### src/rtl/rtcp_pkg.sv
// Purpose: constants and types shared by the rtc bus port and its byte store
// Assumes: 125 MHz system clock, one osc tick per 32.768 kHz crystal cycle
// Notes: constant list and bus phase type below
package rtcp_pkg;
  localparam int CLK_KHZ = 125000;
  localparam int STARTUP_MS = 200;
  localparam int STARTUP_CYCLES = STARTUP_MS * CLK_KHZ;
  localparam int START_W = 25;
  localparam int ADDR_W = 7;
  localparam int DATA_W = 8;
  localparam int MEM_DEPTH = 128;
  localparam int DIV_W = 15;
  localparam int SYNC_W = 12;
  localparam int SY_AS = 8;
  localparam int SY_DS = 9;
  localparam int SY_RW = 10;
  localparam int SY_CS = 11;
  localparam logic [6:0] REG_A = 7'h0a;
  localparam logic [6:0] REG_B = 7'h0b;
  localparam logic [6:0] REG_C = 7'h0c;
  localparam logic [6:0] REG_D = 7'h0d;
  localparam int A_RO_BIT = 7;
  localparam int B_SQUARE_WAVE_ENABLE = 3;
  localparam int B_UIE = 4;
  localparam int B_AIE = 5;
  localparam int B_PIE = 6;
  localparam int C_IRQF = 7;
  localparam logic [7:0] REG_A_RST = 8'h00;
  localparam logic [7:0] REG_B_RST = 8'h00;
  localparam logic [7:0] REG_D_VAL = 8'h80;
  localparam logic [2:0] FLAGS_RST = 3'h0;
  localparam logic [3:0] RS_OFF = 4'h0;
  localparam logic [3:0] RS_ALIAS_MAX = 4'h2;
  localparam logic [3:0] TAP_ALIAS = 4'h5;
  localparam logic [3:0] TAP_BASE = 4'h2;
  typedef enum logic [1:0] {PH_IDLE, PH_ADDR, PH_READ, PH_WRITE} rtcp_phase_t;
endpackage

### src/rtl/rtcp_mem_if.sv
// Purpose: port between the bus engine and the byte store
// Assumes: writes and reads are single-cycle requests
// Notes: read data appears one clock after the request
`timescale 1ns/1ps
interface rtcp_mem_if;
  logic we;
  logic re;
  logic [6:0] addr;
  logic [7:0] wdata;
  logic [7:0] rdata;
  modport ctrl (output we, output re, output addr, output wdata, input rdata);
  modport mem (input we, input re, input addr, input wdata, output rdata);
endinterface

### src/rtl/rtcp_mem.sv
// Purpose: 128-byte store behind the bus port
// Assumes: contents survive reset, as battery-backed storage would
// Notes: read data comes from a register
`timescale 1ns/1ps
module rtcp_mem (
  input wire logic clk_i, // system clock
  rtcp_mem_if.mem port    // request and data
);
  logic [rtcp_pkg::DATA_W-1:0] mem_reg [rtcp_pkg::MEM_DEPTH];
  logic [rtcp_pkg::DATA_W-1:0] rdata_reg;

  always_ff @(posedge clk_i) begin
    if (port.we) begin
      mem_reg[port.addr] <= port.wdata;
    end
    if (port.re) begin
      rdata_reg <= mem_reg[port.addr];
    end
  end

  assign port.rdata = rdata_reg;
endmodule

### src/rtl/rtcp_top.sv
// Purpose: multiplexed bus port, power gating and rate tap of the rtc
// Assumes: strobes arrive unsynchronised; osc_tick_i pulses at crystal rate
// Notes: registers a-d live here, every other byte in the store
`timescale 1ns/1ps
module rtcp_top #(
  parameter int STARTUP_CYCLES = rtcp_pkg::STARTUP_CYCLES
) (
  input wire logic clock_i,              // 125 MHz clock
  input wire logic rst_b_i,              // async reset, active low
  input wire logic power_good_i,         // supply above access threshold
  input wire logic osc_running_i,        // crystal oscillator runs
  input wire logic divider_reset_i,      // divider chain held in reset
  input wire logic osc_tick_i,           // one pulse per crystal cycle
  input wire logic alarm_event_i,        // alarm match pulse
  input wire logic update_event_i,       // update ended pulse
  input wire logic bus_style_select_i,   // 1 strobe/level, 0 split strobes
  input wire logic chip_sel_b_i,         // chip select, active low
  input wire logic address_latch_strobe_i, // address strobe
  input wire logic data_phase_strobe_i,  // data strobe or read strobe
  input wire logic read_write_i,         // read/write level or write strobe
  input wire logic [7:0] ad_i,           // shared lines, input side
  output logic [7:0] ad_o,               // shared lines, output side
  output logic ad_oe_o,                  // shared lines driven
  output logic square_wave_out_o,        // square wave level
  output logic square_wave_oe_o,         // square wave driven
  output logic irq_b_o,                  // interrupt level, active low
  output logic irq_oe_o                  // interrupt pin pulled low
);
  typedef struct packed {
    logic [rtcp_pkg::SYNC_W-1:0] sync1;
    logic [rtcp_pkg::SYNC_W-1:0] sync2;
    logic as_q;
    logic rd_q;
    logic wr_q;
    logic [rtcp_pkg::START_W-1:0] start_cnt;
    logic start_done;
    logic [rtcp_pkg::DIV_W-1:0] div;
    logic tap_q;
    logic [6:0] addr;
    logic addr_valid;
    logic sel;
    rtcp_pkg::rtcp_phase_t phase;
    logic [7:0] wbuf;
    logic rd_reg;
    logic [7:0] rd_val;
    logic [7:0] reg_a;
    logic [7:0] reg_b;
    logic [2:0] flags;
    logic [7:0] ad_out;
    logic ad_oe;
    logic square_wave_out;
    logic sqw_oe;
    logic irq_b;
    logic irq_oe;
    logic mem_we;
    logic mem_re;
    logic [6:0] mem_addr;
    logic [7:0] mem_wdata;
  } rtcp_state_t;

  localparam logic [rtcp_pkg::START_W-1:0] START_LAST =
    rtcp_pkg::START_W'(STARTUP_CYCLES - 1);

  rtcp_state_t s_reg;
  rtcp_state_t s_next;
  logic [1:0] rst_sync_reg;
  logic rst_n;

  rtcp_mem_if mif ();

  rtcp_mem u_mem (
    .clk_i (clock_i),
    .port  (mif.mem)
  );

  assign mif.we = s_next.mem_we;
  assign mif.re = s_next.mem_re;
  assign mif.addr = s_next.mem_addr;
  assign mif.wdata = s_next.mem_wdata;

  always_ff @(posedge clock_i or negedge rst_b_i) begin
    if (!rst_b_i) begin
      rst_sync_reg <= 2'h0;
    end else begin
      rst_sync_reg <= {rst_sync_reg[0], 1'b1};
    end
  end
  assign rst_n = rst_sync_reg[1];

  logic as_l;
  logic ds_l;
  logic rw_l;
  logic cs_l;
  logic [7:0] ad_l;
  logic rd_act;
  logic wr_act;
  logic access_ok;
  logic [3:0] rs;
  logic [3:0] tap_idx;
  logic tap;
  logic [2:0] set_ev;
  logic [2:0] enables;
  logic irq_act;
  logic is_reg;
  logic [7:0] reg_rd;

  always_comb begin
    s_next = s_reg;
    // strobes and lines pass two flops before anything looks at them
    s_next.sync1 = {chip_sel_b_i, read_write_i, data_phase_strobe_i,
                    address_latch_strobe_i, ad_i};
    s_next.sync2 = s_reg.sync1;
    as_l = s_reg.sync2[rtcp_pkg::SY_AS];
    ds_l = s_reg.sync2[rtcp_pkg::SY_DS];
    rw_l = s_reg.sync2[rtcp_pkg::SY_RW];
    // forced inactive whenever the supply is low
    cs_l = ~s_reg.sync2[rtcp_pkg::SY_CS] & power_good_i;
    ad_l = s_reg.sync2[7:0];
    if (bus_style_select_i) begin
      rd_act = ds_l & rw_l;
      wr_act = ds_l & ~rw_l;
    end else begin
      rd_act = ~ds_l;
      wr_act = ~rw_l;
    end
    s_next.as_q = as_l;
    s_next.rd_q = rd_act;
    s_next.wr_q = wr_act;

    // start-up delay restarts on every supply dip
    if (!power_good_i) begin
      s_next.start_cnt = '0;
      s_next.start_done = 1'b0;
    end else if (!s_reg.start_done) begin
      if (s_reg.start_cnt == START_LAST) begin
        s_next.start_done = 1'b1;
      end else begin
        s_next.start_cnt = s_reg.start_cnt + 1'b1;
      end
    end
    access_ok = power_good_i & s_reg.start_done & osc_running_i
                & ~divider_reset_i;

    if (divider_reset_i) begin
      s_next.div = '0;
    end else if (osc_tick_i) begin
      s_next.div = s_reg.div + 1'b1;
    end
    rs = s_reg.reg_a[3:0];
    if (rs <= rtcp_pkg::RS_ALIAS_MAX) begin
      tap_idx = rs + rtcp_pkg::TAP_ALIAS;
    end else begin
      tap_idx = rs - rtcp_pkg::TAP_BASE;
    end
    tap = (rs != rtcp_pkg::RS_OFF) & s_reg.div[tap_idx];
    s_next.tap_q = tap;
    s_next.square_wave_out = tap & s_reg.reg_b[rtcp_pkg::B_SQUARE_WAVE_ENABLE] & power_good_i;
    s_next.sqw_oe = power_good_i;

    // one periodic event per output period, none with code zero
    set_ev = {s_reg.tap_q & ~tap, alarm_event_i, update_event_i};
    enables = {s_reg.reg_b[rtcp_pkg::B_PIE], s_reg.reg_b[rtcp_pkg::B_AIE],
               s_reg.reg_b[rtcp_pkg::B_UIE]};
    irq_act = |(s_reg.flags & enables);

    is_reg = (s_reg.addr >= rtcp_pkg::REG_A) && (s_reg.addr <= rtcp_pkg::REG_D);
    case (s_reg.addr)
      rtcp_pkg::REG_A: reg_rd = s_reg.reg_a;
      rtcp_pkg::REG_B: reg_rd = s_reg.reg_b;
      rtcp_pkg::REG_C: reg_rd = {irq_act, s_reg.flags, 4'h0};
      rtcp_pkg::REG_D: reg_rd = rtcp_pkg::REG_D_VAL;
      default: reg_rd = 8'h00;
    endcase

    s_next.mem_we = 1'b0;
    s_next.mem_re = 1'b0;
    s_next.mem_addr = s_reg.addr;
    s_next.mem_wdata = s_reg.wbuf;

    // a new address phase always drops the old address
    if (as_l & ~s_reg.as_q) begin
      s_next.addr_valid = 1'b0;
      s_next.ad_oe = 1'b0;
      s_next.phase = rtcp_pkg::PH_IDLE;
    end else begin
      case (s_reg.phase)
        rtcp_pkg::PH_IDLE: begin
          s_next.ad_oe = 1'b0;
          if (~as_l & s_reg.as_q) begin
            s_next.addr = ad_l[6:0];
            s_next.addr_valid = 1'b1;
            s_next.sel = cs_l & access_ok;
            s_next.phase = rtcp_pkg::PH_ADDR;
          end
        end
        rtcp_pkg::PH_ADDR: begin
          s_next.ad_oe = 1'b0;
          if (s_reg.sel & s_reg.addr_valid & cs_l & access_ok) begin
            if (rd_act & ~s_reg.rd_q) begin
              // bit six of the address reaches the upper ram half
              s_next.mem_re = 1'b1;
              s_next.rd_reg = is_reg;
              s_next.rd_val = reg_rd;
              if (s_reg.addr == rtcp_pkg::REG_C) begin
                s_next.flags = rtcp_pkg::FLAGS_RST;
              end
              s_next.phase = rtcp_pkg::PH_READ;
            end else if (wr_act & ~s_reg.wr_q) begin
              s_next.wbuf = ad_l;
              s_next.phase = rtcp_pkg::PH_WRITE;
            end
          end
        end
        rtcp_pkg::PH_READ: begin
          if (!rd_act || !access_ok) begin
            s_next.ad_oe = 1'b0;
            s_next.phase = rtcp_pkg::PH_ADDR;
          end else begin
            s_next.ad_out = s_reg.rd_reg ? s_reg.rd_val : mif.rdata;
            s_next.ad_oe = 1'b1;
          end
        end
        rtcp_pkg::PH_WRITE: begin
          s_next.ad_oe = 1'b0;
          if (!access_ok) begin
            s_next.phase = rtcp_pkg::PH_ADDR;
          end else if (wr_act) begin
            s_next.wbuf = ad_l;
          end else begin
            // commit what stood on the lines just before the trailing edge
            case (s_reg.addr)
              rtcp_pkg::REG_A: begin
                s_next.reg_a = s_reg.wbuf;
                s_next.reg_a[rtcp_pkg::A_RO_BIT] = 1'b0;
              end
              rtcp_pkg::REG_B: s_next.reg_b = s_reg.wbuf;
              rtcp_pkg::REG_C: s_next.reg_b = s_reg.reg_b;
              rtcp_pkg::REG_D: s_next.reg_b = s_reg.reg_b;
              default: s_next.mem_we = 1'b1;
            endcase
            s_next.phase = rtcp_pkg::PH_ADDR;
          end
        end
        default: begin
          s_next.ad_oe = 1'b0;
          s_next.phase = rtcp_pkg::PH_IDLE;
        end
      endcase
    end

    // events in the clearing cycle still land
    s_next.flags = s_next.flags | set_ev;

    if (!power_good_i) begin
      s_next.ad_oe = 1'b0;
      s_next.addr_valid = 1'b0;
      s_next.phase = rtcp_pkg::PH_IDLE;
    end
    // released pin floats to its pull-up level, so the level follows the drive
    s_next.irq_b = ~(irq_act & power_good_i);
    s_next.irq_oe = irq_act & power_good_i;
  end

  always_ff @(posedge clock_i or negedge rst_n) begin
    if (!rst_n) begin
      s_reg <= '0;
      s_reg.phase <= rtcp_pkg::PH_IDLE;
      s_reg.reg_a <= rtcp_pkg::REG_A_RST;
      s_reg.reg_b <= rtcp_pkg::REG_B_RST;
      s_reg.flags <= rtcp_pkg::FLAGS_RST;
      s_reg.irq_b <= 1'b1;
      // idle pin levels: strobes low, chip select and write level high
      s_reg.sync1[rtcp_pkg::SY_CS] <= 1'b1;
      s_reg.sync1[rtcp_pkg::SY_RW] <= 1'b1;
      s_reg.sync2[rtcp_pkg::SY_CS] <= 1'b1;
      s_reg.sync2[rtcp_pkg::SY_RW] <= 1'b1;
    end else begin
      s_reg <= s_next;
    end
  end

  assign ad_o = s_reg.ad_out;
  assign ad_oe_o = s_reg.ad_oe;
  assign square_wave_out_o = s_reg.square_wave_out;
  assign square_wave_oe_o = s_reg.sqw_oe;
  assign irq_b_o = s_reg.irq_b;
  assign irq_oe_o = s_reg.irq_oe;
endmodule

### config.mk
export PLATFORM = sky130hd
export DESIGN_NAME = rtcp_top
export DESIGN_NICKNAME = d
export VERILOG_FILES = /design/src/rtl/rtcp_pkg.sv /design/src/rtl/rtcp_mem_if.sv /design/src/rtl/rtcp_mem.sv /design/src/rtl/rtcp_top.sv
export SDC_FILE = /design/constraint.sdc
export NUM_CORES = 1
export LEC_CHECK = 0
export BUFFER_PORTS_ARGS = -buffer_cell sky130_fd_sc_hd__clkbuf_2
export CELL_PAD_IN_SITES_DETAIL_PLACEMENT = 1
export CELL_PAD_IN_SITES_GLOBAL_PLACEMENT = 2
export CORE_MARGIN = 3
export CORE_UTILIZATION = 30
export DETAILED_ROUTE_END_ITERATION = 16
export PLACE_DENSITY_LB_ADDON = 0.2
export SYNTH_ARGS = -nofsm -noshare
export SYNTH_HDL_FRONTEND = slang
export SYNTH_SLANG_ARGS = --single-unit
### constraint.sdc
create_clock -name clock_i -period 4.35 [get_ports clock_i]
set_input_delay 0.2175 -clock clock_i [delete_from_list [all_inputs] [get_ports clock_i]]
set_output_delay 0.2175 -clock clock_i [all_outputs]
set_load 0.03 [all_outputs]
**After elaboration in Yosys (flattened, before gate mapping)**

Memories as Yosys holds them, arrays and structs flattened. A register that Yosys moved wholly into a read port is not among the register bits.
Cells that the tools add are included.

- Bitwise gates (word level): 34
- Order comparisons: 4
- $add $sub $neg: 4
- Eq/ne operators: 22
- Mux-type cells: 52
- Reductions and logical operators: 20

Operator list:

| cell | number |
|---|---|
| $mux W26 | 2 |
| $mux W8 | 6 |
| $pmux W8 S4 | 1 |
| $mux W15 | 2 |
| $eq A7 B4 Y1 const B | 4 |
| $add A25 B1 Y25 const B | 1 |
| $eq A25 B25 Y1 const B | 1 |
| $mux W25 | 1 |
| $and A1 B1 Y1 | 19 |
| $mux W19 | 1 |
| $mux W1 | 18 |
| $mux W2 | 8 |
| $pmux W8 S2 | 1 |
| $add A15 B1 Y15 const B | 1 |
| $reduce_and A5 Y1 | 3 |
| $ne A2 B2 Y1 const B | 7 |
| $not A1 Y1 | 13 |
| $mux W3 | 4 |
| $ne A4 B4 Y1 const B | 3 |
| $mux W11 | 1 |
| $mux W10 | 1 |
| $ne A5 B5 Y1 const B | 2 |
| $mux W9 | 1 |
| $mux W4 | 2 |
| 26 further kinds | 33 |

- Memory bits (writable): 1024
- Bits of input ports: 21
- Output and inout port bits: 13
- Logic and storage cells: 163
- Memories: 1
- Flip-flop bits (word level): 130

Memory list:

| name | depth | width | rd ports | clocked after Yosys merged registers in | wr ports | line | text |
|---|---|---|---|---|---|---|---|
| u_mem.mem_reg | 128 | 8 | 1 | 1 | 1 | rtcp_mem.sv:9 | `logic [rtcp_pkg::DATA_W-1:0] mem_reg [rtcp_pkg::MEM_DEPTH];` |

**Longest topological paths before layout**

Gate-level depths: netlist (run 1).

- Word-level depth: 10
- Gate-level depth with buffers: 11
- Mapped depth without buffers: 9

**Cells and area by module**

Synthesis (run 1) repeated with hierarchy kept, for this count alone.

- Cells, all modules: 3065
- Area total of the unflattened synthesis: 46621.0 sq um

Modules (own cells, without submodules):

| module | cells each | area an instance (sq um) | times used |
|---|---|---|---|
| rtcp_mem | 2475 | 40513.9 | 1 |
| rtcp_top | 590 | 6107.1 | 1 |

**Worst setup path after synthesis (run 1)**

No wires, ideal clock.

- Kind: register -> register
- Start: reg s_reg, in the netlist mif.addr[0]
- End: mem u_mem.mem_reg[65][0] (netlist bit) (enable)
- Path buffers: 7
- Setup slack: 1731 ps
- Cell stages (with the launch flop): 10
- Data arrival time: 2248 ps
- Library setup time: 370 ps
- Cells stage by stage: dfrtp_1 > buf_2 > buf_6 > buf_6 > buf_2 > buf_2 > clkbuf_1 > nand3_1 > clkbuf_1 > nor2_1

- Cells in the longest elaborated chain, start to end: 9

RTL lines:

| item | line | text |
|---|---|---|
| from (decl) | rtcp_top.sv:64 | `rtcp_state_t s_reg;` |
| from (signal assigned) | rtcp_top.sv:278 | `s_reg <= s_next;` |
| $eq A7 B4 Y1 | rtcp_top.sv:231 | `case (s_reg.addr)` |
| $reduce_or A4 Y1 (no source line) | -- |  |
| $mux W1 | rtcp_top.sv:231 |  |
| $mux W1 | rtcp_top.sv:227 | `end else if (wr_act) begin` |
| $mux W1 | rtcp_top.sv:225 | `if (!access_ok) begin` |
| $mux W1 | rtcp_top.sv:186 | `case (s_reg.phase)` |
| $mux W2 | rtcp_top.sv:181 | `if (as_l & ~s_reg.as_q) begin` |
| $mux W1 | rtcp_mem.sv:13 | `if (port.we) begin` |
| $mux W1 (implied by the code) | rtcp_mem.sv:14 | `mem_reg[port.addr] <= port.wdata;` |
| to (decl) | rtcp_mem.sv:9 |  |

Several ways; a longest one is shown, not always the timed one.

**Final worst setup path (run 1)**

- Start: in divider_reset_i
- End: mem u_mem.mem_reg[68][4] (netlist bit) (enable)

- Cells in the longest elaborated chain, start to end: 7

RTL lines:

| item | line | text |
|---|---|---|
| from (decl) | rtcp_top.sv:12 | `input wire logic divider_reset_i,` |
| $not A1 Y1 | rtcp_top.sv:142 | `& ~divider_reset_i;` |
| $and A1 B1 Y1 | rtcp_top.sv:142 |  |
| $mux W1 | rtcp_top.sv:225 |  |
| $mux W1 | rtcp_top.sv:186 |  |
| $mux W2 | rtcp_top.sv:181 |  |
| $mux W1 | rtcp_mem.sv:13 |  |
| $mux W1 (implied by the code) | rtcp_mem.sv:14 |  |

Every way passes these cells.

==> impl_metrics.csv, run 1 <==
group,metric,value,unit
run_status,run_status,"complete, no violations",
sta,tightestPinTransition,1142,ps
drt,drc_errors,0,
placed_design,routabilityCongestion,0.7994,
logic_synthesis,post-synth-top-area-cell,"edfxtp_1",
worst_setup_path,required,4740,ps
finish,nets,2965,
floorplanning,num_rows,143,
flow_run,maxCapViolCount,0,
grt,grt_busiest_layer,"met2",
grt,grt_first_pass_wirelength,206800,um
finish,final-seq-area,0.03430,mm^2
grt,overflow,0,
drt,first_pass_iters,5,
sta,report.final.slew_viol_count,0,
grt,use_met2,0.3029,
finish,drive_gt1_frac,0.2209,
logic_synthesis,synth_seq_cells,1162,
sta,max_slew_margin,0.2385,
grt,first_global_vias,27460,
logic_synthesis,synth_edf_count,1032,
power_and_ir_drop,p_per_area,476.2,mW/mm^2
sta,fin_crit_sh,0.8586,
placed_design,dpl.cell_count,4807,
worst_setup_path,critPathTopFamily,"simple AND/OR/NAND/NOR gates",
drt,wl_per_cell,28.46,um
finish,largest_reg_flops,1024,
sta,final-setup-viol-count,0,
logic_synthesis,synth.distinct_cells,72,
clocking,htreeDepth,4,
floorplanning,start_util,0.3023,
power_and_ir_drop,leakagePower,0.02057,uW
grt,use_met1,0.2520,
logic_synthesis,synth_most_common_cell,"edfxtp_1",
grt,use_met3,0.02689,
power_and_ir_drop,p_total,25940,uW
worst_setup_path,slowest_stage,"nor3_2",
logic_synthesis,synthTopCellsByArea,"edfxtp_1, mux4_2, dfrtp_1, mux2i_1, nor2_1",
clocking,ctsHoldBuffers,22,
grt,track_usage,0.1825,
logic_synthesis,yosys-top-cells-count,"edfxtp_1, nor2_1, nand2_1",
sta,holdWs,103.9,ps
logic_synthesis,ys_seq_area_frac,0.7448,
clocking,cts_tree,"yes",
floorplanning,die_h,397.5,um
grt,grt_max_degree,81,
sta,tns,0,ps
placed_design,portBuffers,33,
clocking,clock_latency,770,ps
clocking,cts_resized,0,
power_and_ir_drop,peakVddDrop,0.0004466,V
clocking,max-clock-path-buffers,3,
clocking,cts_sinks,1162,
logic_synthesis,yosysWarnings,0,
sta,fmax,267.7,MHz
sta,hold_viol_final,0,
drt,drtIter0Drc,2372,
worst_setup_path,worstSetupPathType,"in -> reg",
logic_synthesis,synth.cell_area,0.04598,mm^2
sta,fin_crit,3735,ps
drt,totalWireLength,144500,um
logic_synthesis,syn_inst,2652,
finish,area_delta_synth_final,18.47,%
placed_design,post-dp-hpwl,95660,um
clocking,numCtsBuffers,134,
floorplanning,ios,34,
worst_setup_path,slowest_delay,740,ps
worst_setup_path,crit_path_max_fanout,18,
drt,vias,25940,
clocking,root_buffer,"clkbuf_16",
worst_setup_path,cp-end-kind,"flop",
drt,drt.antenna.violating_nets,0,
floorplanning,die_area,0.1580,mm^2
clocking,cts_setup_buffers,0,
logic_synthesis,synth_top_area_frac,0.6740,
worst_setup_path,cp.buffers_inverters,2,
grt,antenna_found_initial,6,
floorplanning,core,0.1521,mm^2
placed_design,dpl-instance-area,0.04987,mm^2
clocking,clk_pin_slew_worst_paths,60,ps
worst_setup_path,critPathArrivalTime,4120,ps
logic_synthesis,synthArstFlopShare,0.1119,
worst_setup_path,start_kind,"input pin",
hold_path,hold_path.class,"in -> reg",
logic_synthesis,synth_flop_cell,"edfxtp_1",
sta,rsz0062_at_grt,"no",
finish,fin_cells,5076,
drt,via_per_inst,5.111,
finish,multiInputGateArea,0.01108,mm^2
finish,fill_cells,15290,
sta,skew,28.61,ps
logic_synthesis,avgSynthCellArea,17.34,um^2
floorplanning,die_width,397.5,um
worst_setup_path,path_cells,"dlygate4sd3_1 -> clkbuf_2 -> nand4b_1 -> or2_1 -> nor3_2 -> nor2b_1 -> nand2_1 -> nor2_1",
finish,fin_area,0.05447,mm^2
finish,diodes,0,
## path summary, 6_finish.rpt
check,startpoint,endpoint,slack [ps],cells past startpoint
max,divider_reset_i,u_mem.mem_reg[68][4],620,8
min,chip_sel_b_i,s_next[133],100,2
max reg2reg,s_reg[93],u_mem.mem_reg[68][4],710,6
min reg2reg,s_next[127],ad_l[5],340,0
max in group asynchronous,rst_sync_reg[1],s_reg[36],3040,1
min in group asynchronous,rst_b_i,rst_sync_reg[0],330,3
## report_power, final
part	total, uW	internal [uW]	switching (uW)
registers	12200	12000	154
logic	2520	830	1690
clock network	11200	6540	4680
## kinds of logic (layout without fill, tap and decap cells)
group           count (synthesis)  in the layout  share of synthesized area
simple gates                  549            549                    0.05322
mux                           347            347                     0.1238
compound gates                386            386                    0.05369
other cells                     2             33                  0.0001633
fa+ha+maj                       9              9                   0.002449
buf+inv                       172            535                    0.01712
flops                        1162           1162                     0.7448
xor+xnor                       25             25                   0.004762
## stage by stage
stage                 util  setup WS [ps]
floorplan                -          468.7
global placement    0.3279          523.4
detailed placement  0.3279          417.9
CTS                 0.3582          673.5
global route        0.3582          432.6
finish              0.3582          615.0
## layout make-up
cell class | count | area share
Inverter | 26 | 0.001815
Sequential cell | 1162 | 0.6296
Clock buffer | 161 | 0.06473
Timing Repair Buffer | 262 | 0.03813
Tap cell | 2030 | 0.04663
Multi-Input combinational cell | 1349 | 0.2034
Clock inverter | 86 | 0.01564
## cell usage in the layout, fill, tap and decap left out, types with 10 or more instances in the layout
| cell | instances |
|---|---|
| edfxtp_1 | 1032 |
| nor2_1 | 196 |
| buf_4 | 196 |
| nand2_1 | 188 |
| mux4_2 | 173 |
| mux2i_1 | 144 |
| clkbuf_16 | 135 |
| o21ai_0 | 118 |
| dfrtp_1 | 111 |
| a21oi_1 | 92 |
| o221ai_1 | 47 |
| nand3_1 | 45 |
| clkinv_1 | 34 |
| clkbuf_2 | 33 |
| conb_1 | 33 |
| mux2_2 | 28 |
| inv_1 | 24 |
| clkinv_2 | 23 |
| dlygate4sd3_1 | 22 |
| clkbuf_1 | 21 |
| and2_1 | 19 |
| o22ai_1 | 18 |
| a22oi_1 | 17 |
| nor3_1 | 15 |
| nor2b_1 | 14 |
| nand4_1 | 14 |
| a22o_1 | 13 |
| xor2_1 | 13 |
| xnor2_1 | 12 |
| bufinv_16 | 12 |
| dfrtp_4 | 12 |
| a31oi_1 | 11 |
| buf_12 | 11 |
| o211ai_1 | 10 |
## metal layers
metal / vias to the layer above / wire (um)
li1: 11030 / -
met1: 14000 / 64350
met2: 744 / 70340
met3: 165 / 6944
met4: 0 / 2843
met5: - / 0
(Power assumes the default switching activity.)
==> run 2: changes to the inputs <==
--- a/config.mk
+++ b/config.mk
@@ -5,7 +5,7 @@
 export SDC_FILE = /design/constraint.sdc
 export NUM_CORES = 1
 export LEC_CHECK = 0
-export BUFFER_PORTS_ARGS = -buffer_cell sky130_fd_sc_hd__clkbuf_2
+export BUFFER_PORTS_ARGS = -buffer_cell sky130_fd_sc_hd__buf_2
 export CELL_PAD_IN_SITES_DETAIL_PLACEMENT = 1
 export CELL_PAD_IN_SITES_GLOBAL_PLACEMENT = 2
 export CORE_MARGIN = 3
==> impl_metrics.csv, run 2 (synthesis gave the netlist of run 1 again) <==
group,metric,value,unit
worst_setup_path,start_kind,"flop",
worst_setup_path,slowest_delay,720,ps
hold_path,hold_path.class,"in -> reg",
placed_design,routabilityCongestion,0.8072,
floorplanning,die_width,397.5,um
worst_setup_path,required,4820,ps
drt,totalWireLength,141600,um
worst_setup_path,path_cells,"buf_4 -> buf_4 -> mux4_2 -> a22o_1 -> o21ai_0 -> nand4_1 -> nand3_1 -> o21ai_0",
power_and_ir_drop,seq_power_share,0.470,
grt,track_usage,0.1794,
drt,drt.antenna.violating_nets,0,
clocking,max-clock-path-buffers,3,
worst_setup_path,endpoint,"u_mem.port.rdata[5]",
sta,max_slew_margin,0.2410,
floorplanning,die_area,0.1580,mm^2
floorplanning,start_util,0.3023,
worst_setup_path,r2r_slack,640,ps
power_and_ir_drop,leakagePower,0.02049,uW
power_and_ir_drop,p_int,19550,uW
floorplanning,die_h,397.5,um
sta,worst_slack,636.4,ps
clocking,numCtsBuffers,133,
drt,first_pass_iters,5,
sta,rsz0062_at_grt,"no",
finish,final_cell_mix,"edfxtp_1, nor2_1, nand2_1",
finish,area_delta_synth_final,18.22,%
run_status,run_status,"complete, no violations",
worst_setup_path,r2r-end,"u_mem.port.rdata[5]",
clocking,cts_sinks,1162,
sta,report.final.slew_viol_count,0,
power_and_ir_drop,p_per_area,476.9,mW/mm^2
grt,overflow,0,
clocking,root_buffer,"clkbuf_16",
finish,fill_cells,15280,
floorplanning,num_rows,143,
clocking,clock_latency,760,ps
clocking,clk_pin_slew_worst_paths,60,ps
placed_design,portBuffers,33,
finish,mostFrequentLayoutCell,"edfxtp_1",
power_and_ir_drop,pwr-share-comb,0.099,
worst_setup_path,startpoint,"mif.addr[0]",
worst_setup_path,cp-end-kind,"flop",
power_and_ir_drop,p_total,25930,uW
power_and_ir_drop,peakVddDrop,0.0004326,V
sta,tns,0,ps
worst_setup_path,worstSetupPathType,"reg -> reg",
clocking,htreeDepth,4,
sta,holdWs,106.6,ps
grt,antenna_found_initial,1,
sta,fin_crit,3714,ps
drt,wl_per_cell,28.00,um
worst_setup_path,critPathArrivalTime,4180,ps
power_and_ir_drop,switching_share,0.2461,
grt,first_global_vias,27230,
worst_setup_path,slowest_stage,"dfrtp_4",
drt,via_per_inst,5.051,
worst_setup_path,r2r_start,"mif.addr[0]",
placed_design,post-dp-hpwl,93030,um
power_and_ir_drop,p_sw,6382,uW
sta,fin_crit_sh,0.8537,
power_and_ir_drop,clockPowerShare,0.431,
placed_design,place_ws,605.0,ps
drt,drtIter0Drc,2212,
clocking,cts_tree,"yes",
floorplanning,ios,34,
worst_setup_path,crit_path_max_fanout,20,
sta,skew,30.93,ps
flow_run,maxCapViolCount,0,
worst_setup_path,reg2reg_depth,8,
clocking,cts_resized,0,
sta,fmax,269.3,MHz
grt,grt_first_pass_wirelength,204100,um
drt,drc_errors,0,
sta,hold_viol_final,0,
clocking,cts_setup_buffers,0,
drt,vias,25530,
grt,grt_max_degree,73,
finish,nets,2950,
sta,tightestPinTransition,1136,ps
floorplanning,core,0.1521,mm^2
finish,largest_reg_flops,1024,
sta,final-setup-viol-count,0,
finish,drive_gt1_frac,0.2156,
run 2: cell types whose count changed in the layout (fill, tap and decap cells not counted), sizes merged:
cell | before | now
buf | 207 | 226
inv | 30 | 32
bufinv | 12 | 15
clkinvlp | 4 | 3
clkbuf | 194 | 162
diode | 0 | 1
clkinv | 66 | 53
run 2: worst max-delay path, delay by kind of cell (launching register included):
| family | cells | cell delay, ps |
|---|---|---|
| mux | 1 | 540 |
| flops | 1 | 720 |
| buf+inv | 2 | 720 |
| simple gates | 2 | 430 |
| compound gates | 3 | 980 |
run 2: worst min path at each step:
stage                                 from              end  depth (start not counted)
finish                             ad_i[7]      s_next[129]                          2
detailed placement                 rst_b_i  rst_sync_reg[0]                          1
global route        address_latch_strobe_i      s_next[130]                          2
CTS                 address_latch_strobe_i      s_next[130]                          2
floorplan                          rst_b_i  rst_sync_reg[0]                          0
global placement                   rst_b_i  rst_sync_reg[0]                          1
run 2: routing by layer:
metal / track usage / wire (um) / vias up
met5: 0 / 0 / -
met4: 0.04404 / 2438 / 0
met3: 0.02890 / 5795 / 148
met2: 0.2961 / 68940 / 572
met1: 0.2474 / 64390 / 13810
li1: - / - / 11000
run 2: timing repair:
action / 4_1_cts / 5_1_grt
endpoints found under the setup margin: 0 / 0
hold buffers: 22 / 0
hold endpoints to repair: 55 / 0
run 2: power groups by stage:
stage	clock network (uW)	registers (uW)	logic, uW
after floorplan	0	12300	1400
after global placement	0	12400	2580
after detailed placement	0	12400	2590
after CTS	11500	12200	2610
after global routing	12000	12200	2700
final	11200	12200	2570
run 2: through the flow:
stage	instance area, um^2	cells	utilization
finish	54360	5055	0.3574
global route	54360	5054	0.3574
CTS	54360	5054	0.3574
detailed placement	49800	4793	0.3275
global placement	49800	4793	0.3275
floorplan	46100	2683	-
run 2: cell type report:
type	instances	area, um^2	area share
Multi-Input combinational cell	1349	11090	0.2040
Clock buffer	162	3532	0.06498
Sequential cell	1162	34300	0.6309
Inverter	26	98.84	0.001818
Clock inverter	77	803.3	0.01478
Antenna cell	1	2.502	0.00004603
Timing Repair Buffer	248	1997	0.03673
Tap cell	2030	2540	0.04672
